### config.mk
export PLATFORM = sky130hd
export DESIGN_NAME = dasc_top
export DESIGN_NICKNAME = d
export VERILOG_FILES = /design/src/verilog/dasc_pkg.sv /design/src/verilog/dasc_baud.sv /design/src/verilog/dasc_top.sv
export VERILOG_INCLUDE_DIRS = /design/src /design/src/verilog
export SDC_FILE = /design/constraint.sdc
export NUM_CORES = 1
export LEC_CHECK = 0
export BUFFER_PORTS_ARGS = -buffer_cell sky130_fd_sc_hd__clkbuf_2
export CAP_MARGIN = 0
export CORE_ASPECT_RATIO = 1.1
export CORE_UTILIZATION = 50
export CTS_CLUSTER_DIAMETER = 80
export DETAILED_ROUTE_END_ITERATION = 8
export PLACE_DENSITY_LB_ADDON = 0.1
export SLEW_MARGIN = 20
export SYNTH_ARGS = -nofsm -noshare
export SYNTH_HDL_FRONTEND = slang
export SYNTH_HIERARCHICAL = 1
export SYNTH_SLANG_ARGS = --single-unit
### constraint.sdc
create_clock -name ref_clk -period 18.43 [get_ports ref_clk]
set_clock_uncertainty 0.15 [all_clocks]
set_input_delay 1.843 -clock ref_clk [delete_from_list [all_inputs] [get_ports ref_clk]]
set_output_delay 1.843 -clock ref_clk [all_outputs]
set_load 0.03 [all_outputs]
### src/verilog/dasc_defs.svh
// Register offsets, field positions and timing constants of the dual serial channel
`ifndef DASC_DEFS_SVH
`define DASC_DEFS_SVH

// Register index inside one channel; reg_addr[3] selects the channel
`define DASC_REG_CTRL 3'h0
`define DASC_REG_BAUD 3'h1
`define DASC_REG_TXBUF 3'h2
`define DASC_REG_RXBUF 3'h3
`define DASC_REG_STAT 3'h4
`define DASC_REG_MASK 3'h5

// Control register bits
`define DASC_CTRL_EN 0
`define DASC_CTRL_SYNC 1
`define DASC_CTRL_NINE 2
`define DASC_CTRL_TWO_STOP 3
`define DASC_CTRL_PAR_EN 4
`define DASC_CTRL_PAR_ODD 5
`define DASC_CTRL_WAKE 6
`define DASC_CTRL_LOOP 7
`define DASC_CTRL_FE_EN 8
`define DASC_CTRL_OE_EN 9
`define DASC_CTRL_REN 10
`define DASC_CTRL_RESET 16'h0000
`define DASC_CTRL_REN_MASK 16'h0400

// Status bits; 0..5 sticky, write one to clear; 6..7 live state
`define DASC_ST_TX 0
`define DASC_ST_RX 1
`define DASC_ST_ERR 2
`define DASC_ST_PE 3
`define DASC_ST_FE 4
`define DASC_ST_OE 5
`define DASC_ST_TX_BUSY 6
`define DASC_ST_RX_FULL 7

`define DASC_BAUD_RESET 16'h0000
`define DASC_MASK_RESET 3'h0

// Rates
`define DASC_CLK_KHZ 100000
`define DASC_ASYNC_MAX_KBAUD 625
`define DASC_SYNC_MAX_KBAUD 2500
`define DASC_OVERSAMPLE 16
`define DASC_ASYNC_MIN_DIV ((`DASC_CLK_KHZ + `DASC_OVERSAMPLE * `DASC_ASYNC_MAX_KBAUD - 1) / (`DASC_OVERSAMPLE * `DASC_ASYNC_MAX_KBAUD))
`define DASC_SYNC_MIN_DIV ((`DASC_CLK_KHZ + 2 * `DASC_SYNC_MAX_KBAUD - 1) / (2 * `DASC_SYNC_MAX_KBAUD))
`define DASC_ASYNC_MIN_RELOAD 16'(`DASC_ASYNC_MIN_DIV - 1)
`define DASC_SYNC_MIN_RELOAD 16'(`DASC_SYNC_MIN_DIV - 1)

// Sampling phases inside one 16-tick bit
`define DASC_PH_MID 4'h7
`define DASC_PH_LAST 4'hF

`endif

### src/verilog/dasc_pkg.sv
// Types and helpers of the dual serial channel
`default_nettype none
package dasc_pkg;

    typedef enum logic [1:0] {
        DASC_TX_IDLE = 2'b01,
        DASC_TX_RUN = 2'b10
    } dasc_tx_state_t;

    typedef enum logic [2:0] {
        DASC_RX_IDLE = 3'b001,
        DASC_RX_START = 3'b010,
        DASC_RX_DATA = 3'b100
    } dasc_rx_state_t;

    function automatic logic [15:0] dasc_floor(input logic [15:0] value, input logic [15:0] least);
        dasc_floor = (value < least) ? least : value;
    endfunction

endpackage
`default_nettype wire

### src/verilog/dasc_baud.sv
// Baud rate generator: reloadable down counter giving one tick per period
`timescale 1ns/100ps
`default_nettype none
module dasc_baud (
    // Clock and reset
    input wire logic clk,
    input wire logic rst_n,
    // Control
    input wire logic run,
    input wire logic [15:0] reload,
    // Tick, one cycle every reload+1 clocks
    output logic tick
);
    logic [15:0] cnt;

    assign tick = run && (cnt == 16'h0000);

    // Held at reload while stopped so the first period after enable is whole
    always_ff @(posedge clk or negedge rst_n) begin
        if (!rst_n) begin
            cnt <= 16'h0000;
        end else if (!run || tick) begin
            cnt <= reload;
        end else begin
            cnt <= cnt - 16'h0001;
        end
    end
endmodule
`default_nettype wire

### src/verilog/dasc_top.sv
// Two identical async/sync serial channels with register port and interrupts
// What this block does
// - Async mode full duplex up to 625 Kbaud
// - Sync mode one direction, up to 2.5 Mbaud
// - Own programmable baud generator per channel
// - Separate transmit, receive and error requests
// - Sync: device clocks exactly one byte
// - Frame: start, 8/9 data, 1/2 stops
// - Wake bit marks address versus data bytes
// - Loopback option receives own transmission
// - Parity generated on send, checked on receive
// - Missing stop bit flags framing error
// - Unread buffer on new character flags overrun
// - Two identical independently configured channels
//
// Design decisions made here: the register addresses and the address-and-strobe port.
`timescale 1ns/100ps
`default_nettype none
`include "dasc_defs.svh"
module dasc_top
    import dasc_pkg::*;
(
    // Clock and reset
    input wire logic ref_clk,
    input wire logic rst_n,
    // Register port
    input wire logic [3:0] reg_addr,
    input wire logic [15:0] reg_wdata,
    input wire logic reg_wr,
    input wire logic reg_rd,
    output logic [15:0] reg_rdata,
    // Serial pins; index 0 is serial_channel_a, index 1 serial_channel_b
    output logic [1:0] txd,
    input wire logic [1:0] rxd_i,
    output logic [1:0] rxd_o,
    output logic [1:0] rxd_oe,
    // Interrupts
    output logic [1:0] irq_tx,
    output logic [1:0] irq_rx,
    output logic [1:0] irq_err,
    output logic irq
);
    logic rst_meta_n;
    logic rst_sync_n;
    logic [15:0] ch_rdata [2];

    always_ff @(posedge ref_clk or negedge rst_n) begin
        if (!rst_n) begin
            rst_meta_n <= 1'b0;
            rst_sync_n <= 1'b0;
        end else begin
            rst_meta_n <= 1'b1;
            rst_sync_n <= rst_meta_n;
        end
    end

    always_ff @(posedge ref_clk or negedge rst_sync_n) begin
        if (!rst_sync_n) begin
            reg_rdata <= 16'h0000;
        end else begin
            reg_rdata <= reg_rd ? ch_rdata[reg_addr[3]] : 16'h0000;
        end
    end

    assign irq = |{irq_tx, irq_rx, irq_err};

    for (genvar c = 0; c < 2; c++) begin : serial_channel
        logic [15:0] ctrl;
        logic [15:0] baud_rl;
        logic [5:0] stat;
        logic [2:0] mask;
        logic [8:0] rxbuf;
        logic rx_full;
        dasc_tx_state_t tx_state;
        logic [11:0] txsh;
        logic [3:0] tx_cnt;
        logic [3:0] tx_ph;
        logic sx_rx;
        logic [7:0] srxsh;
        logic txd_q;
        dasc_rx_state_t rx_state;
        logic [9:0] rxsh;
        logic [3:0] rx_cnt;
        logic [3:0] rx_ph;
        logic pin_s1;
        logic pin_s2;
        logic pin_s3;
        logic pin_lvl;
        logic line_q;

        wire sel = (reg_addr[3] == 1'(c));
        wire [2:0] idx = reg_addr[2:0];
        wire wr_ctrl = reg_wr && sel && (idx == `DASC_REG_CTRL);
        wire wr_baud = reg_wr && sel && (idx == `DASC_REG_BAUD);
        wire wr_tx = reg_wr && sel && (idx == `DASC_REG_TXBUF);
        wire wr_stat = reg_wr && sel && (idx == `DASC_REG_STAT);
        wire wr_mask = reg_wr && sel && (idx == `DASC_REG_MASK);
        wire rd_rx = reg_rd && sel && (idx == `DASC_REG_RXBUF);

        wire en = ctrl[`DASC_CTRL_EN];
        wire sync_m = ctrl[`DASC_CTRL_SYNC];
        wire wake = ctrl[`DASC_CTRL_WAKE];
        wire par_on = ctrl[`DASC_CTRL_PAR_EN] && !wake;
        wire par_odd = ctrl[`DASC_CTRL_PAR_ODD];
        // Parity and wake bit ride in the ninth bit, so both force 9-bit frames
        wire nine = ctrl[`DASC_CTRL_NINE] || wake || ctrl[`DASC_CTRL_PAR_EN];
        wire two_stop = ctrl[`DASC_CTRL_TWO_STOP];
        wire loop = ctrl[`DASC_CTRL_LOOP];

        // Reload is floored so software cannot exceed the rated bit rates
        wire [15:0] eff_rl = dasc_floor(baud_rl, sync_m ? `DASC_SYNC_MIN_RELOAD : `DASC_ASYNC_MIN_RELOAD);
        wire tick;
        wire baud_run;

        dasc_baud u_baud (
            .clk(ref_clk),
            .rst_n(rst_sync_n),
            .run(baud_run),
            .reload(eff_rl),
            .tick(tick)
        );

        // Transmit engine, also the sync shift engine in either direction
        wire tx_idle = (tx_state == DASC_TX_IDLE);
        wire tx_run = (tx_state == DASC_TX_RUN);
        wire tx_par = (^reg_wdata[7:0]) ^ par_odd;
        // Without a ninth bit this slot carries the first stop bit
        wire tx_ninth = !nine ? 1'b1 : (par_on ? tx_par : reg_wdata[8]);
        wire [3:0] tx_bits = 4'hA + {3'b000, nine} + {3'b000, two_stop};
        wire start_tx = wr_tx && tx_idle && en;
        wire start_srx = wr_ctrl && tx_idle && reg_wdata[`DASC_CTRL_EN] && reg_wdata[`DASC_CTRL_SYNC]
            && reg_wdata[`DASC_CTRL_REN];
        // Sync transfers restart the divider so the first clock half is whole; async keeps it free running
        assign baud_run = en && !(start_srx || (start_tx && sync_m));
        wire ph_end = tick && (tx_ph == (sync_m ? 4'h1 : `DASC_PH_LAST));
        wire tx_last = tx_run && ph_end && (tx_cnt == 4'h1);
        wire tx_ev = tx_last && !sx_rx;
        wire s_done = tx_last && sx_rx;
        wire srx_sample = tx_run && sx_rx && sync_m && tick && (tx_ph == 4'h0);
        wire next_txd = !tx_run ? 1'b1 : (sync_m ? tx_ph[0] : txsh[0]);

        always_ff @(posedge ref_clk or negedge rst_sync_n) begin
            if (!rst_sync_n) begin
                tx_state <= DASC_TX_IDLE;
                txsh <= 12'hFFF;
                tx_cnt <= 4'h0;
                tx_ph <= 4'h0;
                sx_rx <= 1'b0;
            end else begin
                case (tx_state)
                    DASC_TX_IDLE: begin
                        tx_ph <= 4'h0;
                        if (start_tx) begin
                            txsh <= sync_m ? {4'hF, reg_wdata[7:0]} : {2'b11, tx_ninth, reg_wdata[7:0], 1'b0};
                            tx_cnt <= sync_m ? 4'h8 : tx_bits;
                            sx_rx <= 1'b0;
                            tx_state <= DASC_TX_RUN;
                        end else if (start_srx) begin
                            txsh <= 12'hFFF;
                            tx_cnt <= 4'h8;
                            sx_rx <= 1'b1;
                            tx_state <= DASC_TX_RUN;
                        end
                    end
                    DASC_TX_RUN: begin
                        if (tick) begin
                            tx_ph <= ph_end ? 4'h0 : tx_ph + 4'h1;
                        end
                        if (ph_end) begin
                            txsh <= {1'b1, txsh[11:1]};
                            tx_cnt <= tx_cnt - 4'h1;
                            if (tx_cnt == 4'h1) begin
                                tx_state <= DASC_TX_IDLE;
                            end
                        end
                    end
                    default: begin
                        tx_state <= DASC_TX_IDLE;
                    end
                endcase
            end
        end

        always_ff @(posedge ref_clk or negedge rst_sync_n) begin
            if (!rst_sync_n) begin
                txd_q <= 1'b1;
                srxsh <= 8'h00;
            end else begin
                txd_q <= next_txd;
                if (srx_sample) begin
                    srxsh <= {pin_lvl, srxsh[7:1]};
                end
            end
        end

        assign txd[c] = txd_q;
        assign rxd_o[c] = txsh[0];
        assign rxd_oe[c] = tx_run && sync_m && !sx_rx;

        // Loopback feeds the own transmit line to the async receiver; sync receive still samples the external pin
        wire rx_line = loop ? txd_q : pin_lvl;

        // Pin input: three flops, a change counts once the last two agree
        always_ff @(posedge ref_clk or negedge rst_sync_n) begin
            if (!rst_sync_n) begin
                pin_s1 <= 1'b1;
                pin_s2 <= 1'b1;
                pin_s3 <= 1'b1;
                pin_lvl <= 1'b1;
                line_q <= 1'b1;
            end else begin
                pin_s1 <= rxd_i[c];
                pin_s2 <= pin_s1;
                pin_s3 <= pin_s2;
                if (pin_s2 == pin_s3) begin
                    pin_lvl <= pin_s2;
                end
                line_q <= rx_line;
            end
        end

        // Asynchronous receiver, runs beside the transmitter
        wire rx_go = (rx_state == DASC_RX_IDLE) && en && !sync_m && ctrl[`DASC_CTRL_REN]
            && line_q && !rx_line;
        wire a_done = (rx_state == DASC_RX_DATA) && tick && (rx_ph == `DASC_PH_LAST) && (rx_cnt == 4'h1);
        wire [9:0] fin = {rx_line, rxsh[9:1]};
        wire [8:0] fin_data = nine ? fin[8:0] : {1'b0, fin[8:1]};
        wire accept = !(wake && !fin_data[8]);
        wire rx_ev_a = a_done && accept;
        wire pe_ev = rx_ev_a && par_on && ((^fin_data) ^ par_odd);
        wire fe_ev = rx_ev_a && ctrl[`DASC_CTRL_FE_EN] && !rx_line;
        wire rx_load = rx_ev_a || s_done;
        wire oe_ev = rx_load && rx_full && !rd_rx && ctrl[`DASC_CTRL_OE_EN];

        always_ff @(posedge ref_clk or negedge rst_sync_n) begin
            if (!rst_sync_n) begin
                rx_state <= DASC_RX_IDLE;
                rxsh <= 10'h3FF;
                rx_cnt <= 4'h0;
                rx_ph <= 4'h0;
            end else begin
                case (rx_state)
                    DASC_RX_IDLE: begin
                        rx_ph <= 4'h0;
                        if (rx_go) begin
                            rx_state <= DASC_RX_START;
                        end
                    end
                    DASC_RX_START: begin
                        if (tick) begin
                            rx_ph <= rx_ph + 4'h1;
                            if (rx_ph == `DASC_PH_MID) begin
                                // A glitch shorter than half a bit is not a start bit
                                rx_state <= rx_line ? DASC_RX_IDLE : DASC_RX_DATA;
                                rx_ph <= 4'h0;
                                rx_cnt <= 4'h9 + {3'b000, nine};
                            end
                        end
                    end
                    DASC_RX_DATA: begin
                        if (tick) begin
                            rx_ph <= rx_ph + 4'h1;
                            if (rx_ph == `DASC_PH_LAST) begin
                                rxsh <= fin;
                                rx_cnt <= rx_cnt - 4'h1;
                                if (rx_cnt == 4'h1) begin
                                    rx_state <= DASC_RX_IDLE;
                                end
                            end
                        end
                    end
                    default: begin
                        rx_state <= DASC_RX_IDLE;
                    end
                endcase
            end
        end

        // Registers; a new character wins over a read in the same cycle
        always_ff @(posedge ref_clk or negedge rst_sync_n) begin
            if (!rst_sync_n) begin
                ctrl <= `DASC_CTRL_RESET;
                baud_rl <= `DASC_BAUD_RESET;
                mask <= `DASC_MASK_RESET;
                rxbuf <= 9'h000;
                rx_full <= 1'b0;
                stat <= 6'h00;
            end else begin
                if (wr_ctrl) begin
                    ctrl <= reg_wdata;
                end else if (s_done) begin
                    ctrl <= ctrl & ~`DASC_CTRL_REN_MASK;
                end
                if (wr_baud) begin
                    baud_rl <= reg_wdata;
                end
                if (wr_mask) begin
                    mask <= reg_wdata[2:0];
                end
                if (rx_load) begin
                    rxbuf <= s_done ? {1'b0, srxsh} : fin_data;
                end
                rx_full <= rx_load || (rx_full && !rd_rx);
                stat <= (stat & ~(wr_stat ? reg_wdata[5:0] : 6'h00))
                    | {oe_ev, fe_ev, pe_ev, pe_ev || fe_ev || oe_ev, rx_load, tx_ev};
            end
        end

        assign irq_tx[c] = stat[`DASC_ST_TX] && mask[0];
        assign irq_rx[c] = stat[`DASC_ST_RX] && mask[1];
        assign irq_err[c] = stat[`DASC_ST_ERR] && mask[2];

        assign ch_rdata[c] = (idx == `DASC_REG_CTRL) ? ctrl
            : (idx == `DASC_REG_BAUD) ? baud_rl
            : (idx == `DASC_REG_RXBUF) ? {7'h00, rxbuf}
            : (idx == `DASC_REG_STAT) ? {8'h00, rx_full, !tx_idle, stat}
            : (idx == `DASC_REG_MASK) ? {13'h0000, mask}
            : 16'h0000;
    end
endmodule
`default_nettype wire

==> impl_metrics.py <==
metrics = {
    "detailed_routing": {
        "wl_per_cell_um": 20.3,
        "drc_errors": 0,
        "via_per_inst": 5.89,
        "drt_iter0_markers": 804,
        "vias": 10300,
        "firstDrtPassIters": 5,
        "antenna_left": 0,
        "wl_um": 35600,
    },
    "yosys": {
        "synth_nets": 1417,
        "synth_edf_count": 0,
        "yosysWarningCount": 6,
        "synth_seq_cells": 262,
        "ys_seq_area_share_pct": 48.3,
        "synth.distinct_cells": 82,
        "syn_avg_cell_area_um2": 10.0,
        "synth-async-reset-ratio_pct": 100,
        "synth_area_um2": 13700,
        "synthTopCellsByCount": "dfrtp_1, nand2_1, o21ai_0",
        "yosys.area.top_type_share_pct": 37.9,
        "synth_ff_type": "dfrtp_1",
        "synth_area_leaders": "dfrtp_1, dfstp_2, mux2_2",
        "synth_most_common_cell": "dfrtp_1",
        "syn_inst": 1367,
        "yosys.area.top_type": "dfrtp_1",
    },
    "floorplanning": {
        "initial_core_util_pct": 50.9,
        "die_area_um2": 28100,
        "core_um2": 27000,
        "die_x_um": 160,
        "pin_count": 55,
        "row_count": 63,
        "die_height_um": 176,
    },
    "worst_setup_path": {
        "rr_endpoint": "serial_channel[0].rxbuf[0]",
        "reg2reg_depth": 11,
        "start_kind": "input port",
        "worst_path_largest_cell_delay_ps": 670,
        "r2r_slack_ps": 14720,
        "worstPathCellList": "clkbuf_2, or3_1, nor2_1, a21o_1, a21boi_0, nand3_1, nor4_1, buf_4, and4_1, nand4_1, nand2_1, o21ai_0, mux2_2",
        "path_class": "in -> reg",
        "cp_max_fo": 33,
        "end_kind": "register",
        "critPathArrivalTime_ps": 5590,
        "crit_path_start": "reg_addr[2]",
        "required_ps": 18720,
        "crit_buf_inv": 2,
        "path_delay_family": "simple AND/OR/NAND/NOR gates",
        "worst_path_max_delay_cell": "nand4_1",
        "reg2reg_from": "serial_channel[0].u_baud/cnt[0]",
    },
    "cts": {
        "cts_root_buf": "clkbuf_16",
        "cts_tree": "yes",
        "clockBufferDepth": 3,
        "clkTransAtPathRegs_ps": 60,
        "htreeDepth": 1,
        "cts.sinks": 262,
        "post_cts_buffers": 0,
        "post_cts_resize_count": 0,
        "cts_made_buffers": 29,
        "cts_hold_buffers": 0,
        "clk_latency_ps": 560,
    },
    "final_layout": {
        "fillers": 2413,
        "design_area_um2": 15200,
        "synthToLayoutAreaGrowth_pct": 10.6,
        "diodes": 0,
        "fin_nets": 1422,
        "layout-drive-gt1-share_pct": 21.5,
    },
    "sta": {
        "worst_pin_slew_ps": 1040,
        "rsz0062_at_grt": "false",
        "max_freq_mhz": 189,
        "period_share_pct": 28.8,
        "finalHoldViolations": 0,
        "relSlewSlack_pct": 30.4,
        "period_minus_slack_ps": 5300,
        "finalSetupTns_ps": 0,
        "drv_slew": 0,
        "finalSetupViolations": 0,
    },
    "place": {
        "hpwl_um": 25100,
        "finalWeightedCongestion": 0.852,
        "io_buffer_count": 54,
        "placed_cell_area_um2": 14100,
    },
    "global_routing": {
        "grt_pass1_vias": 10100,
        "gr-total-overflow": 0,
        "antenna_found_initial": 0,
        "grt_max_degree": 72,
        "grt_usage_pct": 25.9,
        "grt_pass1_wl_um": 57200,
    },
    "hold_path": {
        "min_path_type": "reg -> reg",
        "hold_start": "rst_meta_n",
        "worstHoldPathCells": 0,
        "holdPathEnd": "rst_sync_n",
    },
    "power_and_ir_drop": {
        "powerDensity_nw_per_um2": 112,
        "p_sw_uw": 500,
        "switching_share_pct": 29.5,
        "ir_drop_mv": 0.0782,
        "seqPwrFrac_pct": 45.3,
        "p_int_uw": 1200,
        "p_leak_uw": 0.00662,
        "p_clk_share_pct": 37.4,
        "p_comb_share_pct": 17.3,
    },
    "run_status": {
        "status": "complete, no violations",
    },
    "run": {
        "maxCapViolCount": 0,
    },
}
## layer usage
metal | share of wire, % | global-route usage, % | routed length (um)
met5 | 0 | 0 | 0
met4 | 3.4 | 9.48 | 1220
met3 | 3.9 | 2.55 | 1400
met2 | 48 | 42.9 | 17000
met1 | 45 | 35.4 | 16000
## sequential cells by signal (all words and copies together), names as in the netlist, 4 cells and up
| name | flops |
|---|---|
| serial_channel.u_baud/cnt | 32 |
| serial_channel.baud_rl | 32 |
| serial_channel.rx_ph | 8 |
| serial_channel.rxsh | 18 |
| serial_channel.rx_state | 6 |
| serial_channel.txsh | 20 |
| serial_channel.tx_cnt | 8 |
| serial_channel.srxsh | 16 |
| serial_channel.tx_state | 4 |
| serial_channel.rxbuf | 18 |
| reg_rdata | 16 |
| serial_channel.stat | 12 |
| serial_channel.ctrl | 32 |
| serial_channel.rx_cnt | 8 |
| serial_channel.tx_ph | 8 |
| serial_channel.mask | 6 |
## worst max-delay path by stage
stage,to,slack [ps],cells past startpoint
2_1_floorplan,reg_rdata[0],10530,0
3_3_place_gp,serial_channel[0].rxbuf[0],12700,11
3_5_place_dp,serial_channel[0].rxbuf[0],12590,11
4_1_cts,serial_channel[0].rxbuf[0],13170,13
5_1_grt,serial_channel[0].rxbuf[2],12700,13
6_report,serial_channel[0].rxbuf[0],13130,13
## logic make-up after synthesis
group / share of synthesized area (%)
other: 0.0273
AOI/OAI and AO/OA: 15.5
muxes: 11.1
adders and majority gates: 2.33
xor gates and xnor gates: 3.71
DFF: 48.3
buffers and inverters: 4.45
and+or+nand+nor: 14.7
## layout by cell type (no fill, tap or decap), drive strengths merged, types with 11 or more instances in the layout
cell type  Yosys  layout
nand2        191     191
clkbuf        67      94
inv           47      48
nor4          16      16
nor3b         12      12
a21o          11      11
ha            24      24
mux2          91      91
xnor2         39      39
o22ai         27      27
dfstp         54      54
nor2          61      61
nor3          22      22
o21ai        130     130
mux2i         38      38
nand3         24      24
dfrtp        208     208
buf           26      13
xor2          14      14
nor2b         17      17
a21oi         78      78
## metrics by stage
| stage | total power [uW] | setup WS [ps] | std cells | hold WS, ps | util (%) |
|---|---|---|---|---|---|
| after floorplan | 979 | 10530 | 1367 | 181 | - |
| after global placement | 1060 | 12700 | 1698 | 185 | 52.4 |
| after detailed placement | 1070 | 12590 | 1698 | 190 | 52.4 |
| after CTS | 1710 | 13170 | 1752 | 203 | 56.3 |
| after global routing | 1780 | 12700 | 1752 | 202 | 56.3 |
| final | 1700 | 13130 | 1752 | 201 | 56.3 |
## worst register-to-register path, delay by kind of cell (launching register included)
kind                     cells  cell delay (ps)
AO/OA/AOI/OAI                1              110
adder cells (fa/ha/maj)      1              180
buffers and inverters        2              280
flip-flops                   1              410
multiplexers                 1              290
AND/OR/NAND/NOR              6             2170
## power groups by stage
stage               clock, uW  sequential (uW)  combinational, uW
floorplan                   0              749                230
global placement            0              772                287
detailed placement          0              775                294
CTS                       647              766                296
global route              669              779                329
finish                    634              768                294
## area by class of cell
| cell class | instances | area, um^2 | share of cell area, % |
|---|---|---|---|
| multi-input cells | 965 | 6500 | 42.9 |
| well taps | 357 | 447 | 2.94 |
| inverters | 47 | 176 | 1.16 |
| clock inverters | 14 | 226 | 1.49 |
| clock buffers | 40 | 827 | 5.45 |
| flip-flops and latches | 262 | 6630 | 43.7 |
| repair buffers | 67 | 368 | 2.42 |
No activity file was read; power rests on OpenSTA's default activity.
